<file path="src/design/ucode_field_defs.vh">
// Overview of operation
// - Format bit picks special or standard fields
// - Constant flag picks constant or register fields
// - Nonzero count shifts directly, zero uses register
// - Constant byte lands in selected lane only
// - Ten-bit literal is position over constant
// - Memory request field forwarded to memory unit
// - Hold register loads shifter output on request
// - Write select picks arithmetic or shifter result
// - Length field governs codes, size, extension, bytes
// - Address field loads arithmetic output or holds
// - Multi-purpose field performs exactly one function
// - Standard words default coordination and retire off
// - Special words hold, no shift, zero count
// - Standard constant: zero count, ignore B select
// - Special constant: field two off, no inhibit
// - Retire inhibit blocks instruction and queue retire
// - Sequencer final-cycle codes flagged for fault logic
// - Memory-data and scratch registers accept listed writers
// - GPRs except R15 accept listed writers only
// - Three-stage pipeline, in-order retirement
// - Shifter right-shifts A:B quadword 0 to 63
// - Hold and address registers load bypassing result
`ifndef UCODE_FIELD_DEFS_VH
`define UCODE_FIELD_DEFS_VH
// Microword layout (48 bits)
`define UW_WIDTH      48
`define UW_FMT        0
`define UW_LIT        1
`define UW_ALU_LO     2
`define UW_ALU_HI     5
`define UW_MRQ_LO     6
`define UW_MRQ_HI     10
`define UW_A_LO       11
`define UW_A_HI       16
`define UW_DST_LO     17
`define UW_DST_HI     22
`define UW_W          23
`define UW_L          24
`define UW_V          25
`define UW_MISC_LO    26
`define UW_MISC_HI    30
`define UW_Q          31
`define UW_SHF_LO     32
`define UW_SHF_HI     35
`define UW_M1_LO      31
`define UW_M1_HI      35
`define UW_M2_LO      36
`define UW_M2_HI      37
`define UW_DISRET     38
`define UW_VAL_LO     36
`define UW_VAL_HI     40
`define UW_B_LO       41
`define UW_B_HI       45
`define UW_CONST_LO   38
`define UW_CONST_HI   45
`define UW_POS_LO     46
`define UW_POS_HI     47
// Multi-purpose field codes
`define MISC_NOP      5'h00
`define MISC_CC       5'h01
`define MISC_DL_BYTE  5'h02
`define MISC_DL_WORD  5'h03
`define MISC_DL_LONG  5'h04
`define MISC_SET_FLAG 5'h05
`define MISC_CLR_FLAG 5'h06
`define MISC_CONST10  5'h07
`define MISC_COORD    5'h08
// Coordination field one codes
`define M1_NOP        5'h00
`define M1_SET_FLAG   5'h01
`define M1_CLR_FLAG   5'h02
// Shifter function codes
`define SHF_NOP       4'h0
`define SHF_SHIFT     4'h1
`define SHF_PASS_A    4'h2
`define SHF_PASS_B    4'h3
// ALU function codes
`define ALU_PASS_A    4'h0
`define ALU_PASS_B    4'h1
`define ALU_ADD       4'h2
`define ALU_SUB       4'h3
`define ALU_AND       4'h4
`define ALU_OR        4'h5
`define ALU_XOR       4'h6
// Data lengths
`define LEN_BYTE      2'h0
`define LEN_WORD      2'h1
`define LEN_LONG      2'h2
// Sequencer final-cycle codes
`define SEQUENCER_FORMAT_FIELD_LAST  2'h1
`define SEQ_SEL_LAST  3'h1
`define SEQ_SEL_LOVF  3'h2
// Register classes and write sources
`define CLS_MD        2'h0
`define CLS_SCRATCH   2'h1
`define CLS_GPR       2'h2
`define CLS_STATE     2'h3
`define SRC_IBOX_MEM  3'h0
`define SRC_IBOX_DIR  3'h1
`define SRC_EXEC_MEM  3'h2
`define SRC_ALU_SHF   3'h3
`define SRC_FLOAT     3'h4
`define SRC_IBOX_IPR  3'h5
`define SRC_EXEC      3'h6
`define PC_INDEX      4'hf
// APB register map
`define REG_CTRL      8'h00
`define REG_STATUS    8'h04
`define REG_HOLD      8'h08
`define REG_VADDR     8'h0c
`define CTRL_SC_LO    0
`define CTRL_SC_HI    5
`define CTRL_DL_LO    8
`define CTRL_DL_HI    9
`define SC_RESET      6'h00
`define DL_RESET      2'h2
`endif

</file>
<file path="src/design/exec_microword_field_decoder.v">
// The address map and register access over APB were chosen for this implementation.
`timescale 1ns/1ps
`include "ucode_field_defs.vh"
module exec_microword_field_decoder (
  // Clock and reset
  input  wire        clk,
  input  wire        rst,
  // APB slave
  input  wire        psel,
  input  wire        penable,
  input  wire        pwrite,
  input  wire [7:0]  paddr,
  input  wire [31:0] pwdata,
  output wire        pready,
  output reg  [31:0] prdata,
  output wire        pslverr,
  // Microword from control store
  input  wire        uword_valid,
  input  wire [47:0] uword,
  input  wire [1:0]  sequencer_format_field,
  input  wire [2:0]  sequencer_select_field,
  // Operand selects, then operands one cycle later
  output wire [5:0]  a_select,
  output wire [4:0]  b_select,
  output wire        b_select_used,
  input  wire [31:0] operand_bus_a,
  input  wire [31:0] operand_bus_b_reg,
  // Result
  output reg  [31:0] result_bus,
  output reg         result_valid,
  output reg  [5:0]  result_destination_sel,
  output reg  [3:0]  byte_write_en,
  output reg         cc_neg,
  output reg         cc_zero,
  output reg         cc_update,
  // Memory unit
  output reg  [4:0]  mem_request_field,
  output reg         mem_request_valid,
  output reg  [1:0]  mem_size,
  // Coordination
  output reg  [4:0]  coord_field_one,
  output reg  [1:0]  coord_field_two,
  output reg         coord_misc,
  output reg         retire_inhibit,
  output reg         retire_allowed,
  output reg         last_cycle,
  output reg         last_cycle_overflow,
  output reg         result_selector_ctl,
  // Register file write check
  input  wire [1:0]  wr_class,
  input  wire [2:0]  wr_source,
  input  wire [3:0]  wr_index,
  output reg         wr_allowed
);

  // Stage 1 registers
  reg [47:0] uw_q;
  reg        s1_v_q;
  reg [1:0]  sfmt_q;
  reg [2:0]  ssel_q;
  // Architectural registers of the block
  reg [5:0]  shift_count_reg_q;
  reg [1:0]  data_length_reg_q;
  reg        state_flag_q;
  reg [31:0] hold_q;
  reg [31:0] virt_addr_reg_q;

  // Field extraction from stage 1
  wire       fmt   = uw_q[`UW_FMT];
  wire       const_variant_flag   = uw_q[`UW_LIT];
  wire [3:0] alu_f = uw_q[`UW_ALU_HI:`UW_ALU_LO];
  wire [4:0] misc  = uw_q[`UW_MISC_HI:`UW_MISC_LO];
  wire [1:0] pos   = uw_q[`UW_POS_HI:`UW_POS_LO];
  wire [7:0] cbyte = uw_q[`UW_CONST_HI:`UW_CONST_LO];

  // Format defaults for fields absent in this format
  wire       q_load      = ~fmt & uw_q[`UW_Q];
  wire [3:0] shifter_function_field =
    fmt ? `SHF_NOP : uw_q[`UW_SHF_HI:`UW_SHF_LO];
  wire [4:0] shift_amount_field =
    (fmt | const_variant_flag) ? 5'h00 : uw_q[`UW_VAL_HI:`UW_VAL_LO];
  wire [4:0] m1_dec = fmt ? uw_q[`UW_M1_HI:`UW_M1_LO] : `M1_NOP;
  wire [1:0] m2_dec = (fmt & ~const_variant_flag) ? uw_q[`UW_M2_HI:`UW_M2_LO] : 2'h0;
  wire       dis_ret = fmt & ~const_variant_flag & uw_q[`UW_DISRET];

  // Operand selects; B select is ignored by constant words
  assign a_select      = uw_q[`UW_A_HI:`UW_A_LO];
  assign b_select      = uw_q[`UW_B_HI:`UW_B_LO];
  assign b_select_used = ~const_variant_flag;

  // Stage 2 registers: microword decoded, constant captured; operands stay unregistered
  reg [47:0] uw2_q;
  reg        s2_v_q;
  reg [1:0]  sfmt2_q;
  reg [2:0]  ssel2_q;
  reg [3:0]  shf2_q;
  reg [5:0]  amt2_q;
  reg        qld2_q;
  reg [4:0]  m1_2_q;
  reg [1:0]  m2_2_q;
  reg        dr2_q;
  reg [31:0] const2_q;
  reg        lit2_q;

  // Constant generator
  reg [31:0] const_bus;
  always @* begin
    const_bus = 32'h0000_0000;
    if (misc == `MISC_CONST10)
      const_bus = {22'h00_0000, pos, cbyte};
    else
      const_bus[{pos, 3'h0} +: 8] = cbyte;
  end

  // Direct count 1..31, else the shift-count register, or zero in special and constant words
  wire [5:0] amt = (shift_amount_field != 5'h00) ? {1'b0, shift_amount_field}
                 : ((fmt | const_variant_flag) ? 6'h00 : shift_count_reg_q);

  // Stage 2 operand view
  wire [31:0] bus_a = operand_bus_a;
  wire [31:0] operand_bus_b = lit2_q ? const2_q : operand_bus_b_reg;
  wire [3:0]  alu2 = uw2_q[`UW_ALU_HI:`UW_ALU_LO];
  wire [4:0]  misc2f = uw2_q[`UW_MISC_HI:`UW_MISC_LO];

  // Shifter: A is the upper longword of the quadword
  wire [63:0] quad = {bus_a, operand_bus_b};
  wire [63:0] quad_sh = quad >> amt2_q;
  reg  [31:0] shf_out;
  always @* begin
    case (shf2_q)
      `SHF_SHIFT:  shf_out = quad_sh[31:0];
      `SHF_PASS_A: shf_out = bus_a;
      `SHF_PASS_B: shf_out = operand_bus_b;
      default:     shf_out = operand_bus_b;
    endcase
  end

  reg [31:0] alu_out;
  always @* begin
    case (alu2)
      `ALU_PASS_A: alu_out = bus_a;
      `ALU_PASS_B: alu_out = operand_bus_b;
      `ALU_ADD:    alu_out = bus_a + operand_bus_b;
      `ALU_SUB:    alu_out = bus_a - operand_bus_b;
      `ALU_AND:    alu_out = bus_a & operand_bus_b;
      `ALU_OR:     alu_out = bus_a | operand_bus_b;
      `ALU_XOR:    alu_out = bus_a ^ operand_bus_b;
      default:     alu_out = bus_a;
    endcase
  end

  // Effective length; a length set in this word applies from the next word
  wire [1:0] eff_len = uw2_q[`UW_L] ? data_length_reg_q : `LEN_LONG;
  wire [31:0] wsel = uw2_q[`UW_W] ? shf_out : alu_out;
  reg  [31:0] wext;
  reg  [3:0]  ben;
  reg         sign_bit;
  always @* begin
    case (eff_len)
      `LEN_BYTE: begin
        wext = {24'h00_0000, wsel[7:0]};
        ben = 4'h1;
        sign_bit = wsel[7];
      end
      `LEN_WORD: begin
        wext = {16'h0000, wsel[15:0]};
        ben = 4'h3;
        sign_bit = wsel[15];
      end
      default: begin
        wext = wsel;
        ben = 4'hf;
        sign_bit = wsel[31];
      end
    endcase
  end

  // Register-file writer admission, evaluated combinationally
  always @* begin
    case (wr_class)
      `CLS_MD:      wr_allowed = (wr_source == `SRC_IBOX_MEM) |
                                 (wr_source == `SRC_IBOX_DIR);
      `CLS_SCRATCH: wr_allowed = (wr_source == `SRC_EXEC_MEM) |
                                 (wr_source == `SRC_ALU_SHF) |
                                 (wr_source == `SRC_FLOAT) |
                                 (wr_source == `SRC_IBOX_IPR);
      `CLS_GPR:     wr_allowed = (wr_index != `PC_INDEX) &
                                 ((wr_source == `SRC_EXEC_MEM) |
                                  (wr_source == `SRC_ALU_SHF) |
                                  (wr_source == `SRC_IBOX_DIR));
      default:      wr_allowed = (wr_source == `SRC_EXEC);
    endcase
  end

  // APB: one wait-free access phase, read data captured in setup
  wire apb_setup = psel & ~penable;
  wire apb_wr    = psel & penable & pwrite;
  wire mapped    = (paddr == `REG_CTRL) | (paddr == `REG_STATUS) |
                   (paddr == `REG_HOLD) | (paddr == `REG_VADDR);
  assign pready  = 1'b1;
  assign pslverr = psel & penable & ~mapped;

  // Pipeline: stage1 decode, stage2 execute, stage3 result
  always @(posedge clk) begin
    if (rst) begin
      uw_q   <= 48'h0000_0000_0000;
      s1_v_q <= 1'b0;
      sfmt_q <= 2'h0;
      ssel_q <= 3'h0;
      uw2_q  <= 48'h0000_0000_0000;
      s2_v_q <= 1'b0;
      sfmt2_q <= 2'h0;
      ssel2_q <= 3'h0;
      shf2_q <= `SHF_NOP;
      amt2_q <= 6'h00;
      qld2_q <= 1'b0;
      m1_2_q <= `M1_NOP;
      m2_2_q <= 2'h0;
      dr2_q  <= 1'b0;
      const2_q <= 32'h0000_0000;
      lit2_q <= 1'b0;
    end else begin
      uw_q   <= uword_valid ? uword : 48'h0000_0000_0000;
      s1_v_q <= uword_valid;
      sfmt_q <= sequencer_format_field;
      ssel_q <= sequencer_select_field;
      uw2_q  <= uw_q;
      s2_v_q <= s1_v_q;
      sfmt2_q <= sfmt_q;
      ssel2_q <= ssel_q;
      shf2_q <= shifter_function_field;
      amt2_q <= amt;
      qld2_q <= q_load;
      m1_2_q <= m1_dec;
      m2_2_q <= m2_dec;
      dr2_q  <= dis_ret;
      const2_q <= const_bus;
      lit2_q <= const_variant_flag;
    end
  end

  wire fin  = (sfmt2_q == `SEQUENCER_FORMAT_FIELD_LAST) & (ssel2_q == `SEQ_SEL_LAST);
  wire finv = (sfmt2_q == `SEQUENCER_FORMAT_FIELD_LAST) & (ssel2_q == `SEQ_SEL_LOVF);
  wire ex   = s2_v_q;

  always @(posedge clk) begin
    if (rst) begin
      result_bus <= 32'h0000_0000;
      result_valid <= 1'b0;
      result_destination_sel <= 6'h00;
      byte_write_en <= 4'h0;
      cc_neg <= 1'b0;
      cc_zero <= 1'b0;
      cc_update <= 1'b0;
      mem_request_field <= 5'h00;
      mem_request_valid <= 1'b0;
      mem_size <= `LEN_LONG;
      coord_field_one <= `M1_NOP;
      coord_field_two <= 2'h0;
      coord_misc <= 1'b0;
      retire_inhibit <= 1'b0;
      retire_allowed <= 1'b0;
      last_cycle <= 1'b0;
      last_cycle_overflow <= 1'b0;
      result_selector_ctl <= 1'b0;
      hold_q <= 32'h0000_0000;
      virt_addr_reg_q <= 32'h0000_0000;
      state_flag_q <= 1'b0;
      shift_count_reg_q <= `SC_RESET;
      data_length_reg_q <= `DL_RESET;
    end else begin
      result_bus <= wext;
      result_valid <= ex;
      result_destination_sel <= uw2_q[`UW_DST_HI:`UW_DST_LO];
      byte_write_en <= ex ? ben : 4'h0;
      cc_neg <= sign_bit;
      cc_zero <= (wext == 32'h0000_0000);
      cc_update <= ex & (misc2f == `MISC_CC);
      mem_request_field <= uw2_q[`UW_MRQ_HI:`UW_MRQ_LO];
      mem_request_valid <= ex & (uw2_q[`UW_MRQ_HI:`UW_MRQ_LO] != 5'h00);
      mem_size <= eff_len;
      coord_field_one <= ex ? m1_2_q : `M1_NOP;
      coord_field_two <= ex ? m2_2_q : 2'h0;
      coord_misc <= ex & (misc2f == `MISC_COORD);
      retire_inhibit <= ex & dr2_q;
      retire_allowed <= ex & (fin | finv) & ~dr2_q;
      last_cycle <= ex & fin;
      last_cycle_overflow <= ex & finv;
      result_selector_ctl <= ex & (fin | finv);
      if (ex & qld2_q)
        hold_q <= shf_out;
      if (ex & uw2_q[`UW_V])
        virt_addr_reg_q <= alu_out;
      // Microword set actions take priority over clear actions
      if (ex & ((misc2f == `MISC_SET_FLAG) | (m1_2_q == `M1_SET_FLAG)))
        state_flag_q <= 1'b1;
      else if (ex & ((misc2f == `MISC_CLR_FLAG) | (m1_2_q == `M1_CLR_FLAG)))
        state_flag_q <= 1'b0;
      if (apb_wr & (paddr == `REG_CTRL))
        shift_count_reg_q <= pwdata[`CTRL_SC_HI:`CTRL_SC_LO];
      // A microword length setting beats a software write in the same cycle
      if (ex & (misc2f == `MISC_DL_BYTE))
        data_length_reg_q <= `LEN_BYTE;
      else if (ex & (misc2f == `MISC_DL_WORD))
        data_length_reg_q <= `LEN_WORD;
      else if (ex & (misc2f == `MISC_DL_LONG))
        data_length_reg_q <= `LEN_LONG;
      else if (apb_wr & (paddr == `REG_CTRL))
        data_length_reg_q <= pwdata[`CTRL_DL_HI:`CTRL_DL_LO];
    end
  end

  // Read data register
  always @(posedge clk) begin
    if (rst) begin
      prdata <= 32'h0000_0000;
    end else if (apb_setup & ~pwrite) begin
      case (paddr)
        `REG_CTRL:   prdata <= {22'h00_0000, data_length_reg_q, 2'h0, shift_count_reg_q};
        `REG_STATUS: prdata <= {27'h000_0000, state_flag_q, retire_inhibit,
                                last_cycle_overflow, last_cycle, result_valid};
        `REG_HOLD:   prdata <= hold_q;
        `REG_VADDR:  prdata <= virt_addr_reg_q;
        default:     prdata <= 32'h0000_0000;
      endcase
    end
  end

endmodule // exec_microword_field_decoder

</file>
<file path="config.mk">
export PLATFORM = sky130hd
export DESIGN_NAME = exec_microword_field_decoder
export DESIGN_NICKNAME = d
export VERILOG_FILES = /design/src/design/exec_microword_field_decoder.v
export VERILOG_INCLUDE_DIRS = /design/src /design/src/design
export SDC_FILE = /design/constraint.sdc
export NUM_CORES = 1
export LEC_CHECK = 0
export ABC_AREA = 1
export BUFFER_PORTS_ARGS = -buffer_cell sky130_fd_sc_hd__buf_2
export CORE_ASPECT_RATIO = 0.7
export CORE_MARGIN = 2
export CORE_UTILIZATION = 30
export CTS_CLUSTER_SIZE = 8
export DETAILED_ROUTE_END_ITERATION = 16
export SYNTH_ARGS = -nofsm -noshare
export SYNTH_HDL_FRONTEND = slang
export SYNTH_SLANG_ARGS = --single-unit
</file>
<file path="constraint.sdc">
create_clock -name clk -period 5.6 [get_ports clk]
set_input_delay 0.28 -clock clk [delete_from_list [all_inputs] [get_ports clk]]
set_output_delay 0.28 -clock clk [all_outputs]
set_load 0.05 [all_outputs]
</file>
==> flow_metrics.tcl <==
set metrics [dict create \
    fin_crit_ns 5.01 \
    layout_common_cells "nand2_1 (832), nand3_1 (558), inv_1 (396), dfxtp_1 (302), nor2_1 (297)" \
    insertion_delay_ns 0.57 \
    syn_nets 3576 \
    final_nets 3824 \
    start_kind "register" \
    place_ws_ns 0.695 \
    drive_gt1_frac 0.125 \
    hold_class "primary input to register" \
    worst_slew_pin_slew_ns 1.13 \
    finalHoldViolCount 0 \
    rsz0062_at_grt "no" \
    dieArea_um2 70800 \
    cp-end-kind "register" \
    cts_made_buffers 44 \
    antenna_found_initial 1 \
    hpwl_um 67000 \
    grt_pass1_wl_um 127000 \
    dieHeight_um 223 \
    setup-tns-final_ns 0 \
    cts_resized 0 \
    vias 22800 \
    gr-total-overflow 0 \
    postLayoutCoreUtil 0.360 \
    htree_levels 2 \
    avgSynthCellArea_um2 6.24 \
    clock.fmax_mhz 200 \
    synth-edff-count 0 \
    seq_area_um2 6130 \
    vdd_ir_drop_max_v 0.000210 \
    clk_path_buf_depth 3 \
    worstPathRequired_ns 6.08 \
    path_class "register to register" \
    slew_headroom 0.250 \
    n_fill_cell 7422 \
    multi_input_area_um2 12200 \
    drv_cap 0 \
    path_clk_slew_ns 0.05 \
    final_max_slew_viol_count 0 \
    min_period_over_period 0.895 \
    antenna_left 0 \
    via_per_inst 5.11 \
    io_pins 286 \
    timing.critical_path.mode_cell "nand2_1" \
    area_delta_synth_final_pct 19.1 \
    synth_ff_type "dfxtp_1" \
    ys_seq_elements 306 \
    syn-cell-area_um2 20600 \
    placedCellCount 4341 \
    worst_slack_ns 0.588 \
    grt_max_degree 73 \
    initial_core_util 0.303 \
    status "finished, final reports clean" \
    drt_iter0_markers 2716 \
    wl_per_cell_um 19.1 \
    drt_first_pass_iters 5 \
    post_layout_nonfiller_instances 4456 \
    p_leak_nw 11.9 \
    portBuffers 260 \
    async_reset_ff_frac 0 \
    cts_tree "done" \
    slowest_stage "dfxtp_1" \
    routabilityCongestion 0.972 \
    setup_viol 0 \
    placementRows 80 \
    drc 0 \
    drt-total-wl_um 85200 \
    die_w_um 317 \
    cts_root_buffer "clkbuf_16" \
    grt_pass1_vias 20700 \
    synth_cell_types 57 \
    finClkSkew_ns 0.0451 \
    crit_arrival_ns 5.49 \
    clkSinkCount 306 \
    layout_commonest_cell "nand2_1" \
    syn_inst 3302 \
    track_usage 0.235 \
    powerDensity_nw_per_um2 243 \
    seq_area_frac_synth 0.297 \
    yosys_warnings 0 \
    fp.coreArea_um2 68100 \
    worstPathMaxFanout 10 \
    p_total_mw 5.95 \
    critPathMaxStageDelay_ns 0.50 \
]
per-stage QoR:
| step | hold WS (ns) | area, µm² |
|---|---|---|
| final | 0.0527 | 24500 |
| after global routing | 0.0212 | 24500 |
| after CTS | 0.0225 | 24500 |
| after detailed placement | 0.392 | 22700 |
| after global placement | 0.389 | 22700 |
| after floorplan | 0.387 | 20600 |
cells in the mapped netlist (all sizes together) (3+ instances only):
master	number	area, µm²
a211oi	18	135
a21oi	165	830
a221oi	5	43.8
a22o	24	210
a31oi	5	31.3
and2	3	18.8
buf	75	400
clkbuf	103	387
clkinv	3	11.3
dfxtp	306	6130
ha	101	1260
inv	407	1530
nand2	864	3360
nand3	561	2820
nand3b	5	37.5
nand4	24	156
nor2	304	1160
nor3	40	221
nor4	13	87.6
o2111ai	11	96.3
o211ai	32	240
o21ai	145	752
o21bai	3	22.5
o221ai	9	78.8
o22ai	20	125
o31ai	4	30.0
or2	12	75.1
xor2	30	263
state kept, by name (all words and copies together) (netlist names), 6 cells and up:
name and flops:
result_bus 32, const2_q 32, uw2_q 24, amt2_q 6
hold_q 32, virt_addr_reg_q 32, result_destination_sel 6, prdata 32
uw_q 48, shift_count_reg_q 6
layer usage:
metal | global-route usage | wire, µm | part of all wire
met2 | 0.345 | 35500 | 0.42
met1 | 0.346 | 40000 | 0.47
met3 | 0.0581 | 8100 | 0.095
met5 | 0 | 0 | 0
met4 | 0.0433 | 1590 | 0.019
cell families (layout without fill, tap and decap cells):
group,Yosys count,in the layout,share of synthesized area
simple gates,1828,1828,0.386
buf+inv,588,839,0.113
compound gates,446,446,0.128
flops,306,306,0.297
fa+ha+maj,102,102,0.0623
xor+xnor,31,31,0.0132
other cells,1,2,0.000182
layout make-up:
cell class | instances | share of cell area
clock buffer | 45 | 0.0450
clock inverter | 4 | 0.00357
tap | 902 | 0.0460
sequential | 306 | 0.250
multi-input combinational | 2408 | 0.496
antenna | 1 | 0.000102
timing repair buffer | 380 | 0.0965
inverter | 410 | 0.0627
repair_timing:
item	4_1_cts	5_1_grt
endpoints found under the hold margin	64	0
buffers inserted	0	0
hold buffers	65	0
worst paths after layout:
| path | startpoint | to | slack (ns) | depth (start not counted) |
|---|---|---|---|---|
| setup / recovery | uw2_q[1] | cc_zero | 0.59 | 34 |
| hold / removal | pwdata[9] | data_length_reg_q[1] | 0.05 | 4 |
| setup reg to reg | uw2_q[1] | cc_zero | 0.59 | 34 |
| hold reg to reg | ssel_q[0] | ssel2_q[0] | 0.39 | 2 |
critical path, delay by kind of cell (launching register included):
family	cells	cell delay [ns]
AO/OA/AOI/OAI	3	0.30
XOR/XNOR	1	0.16
adder cells (fa/ha/maj)	2	0.64
buffers and inverters	3	0.34
flip-flops	1	0.50
AND/OR/NAND/NOR	25	2.98
power by group:
group	leakage [nW]	total, mW	switching (mW)	internal (mW)
sequential	2.49	2.26	0.0202	2.24
combinational	8.79	1.35	0.964	0.389
clock	0.576	2.34	0.945	1.40
Power figures use the tool's default switching activity.
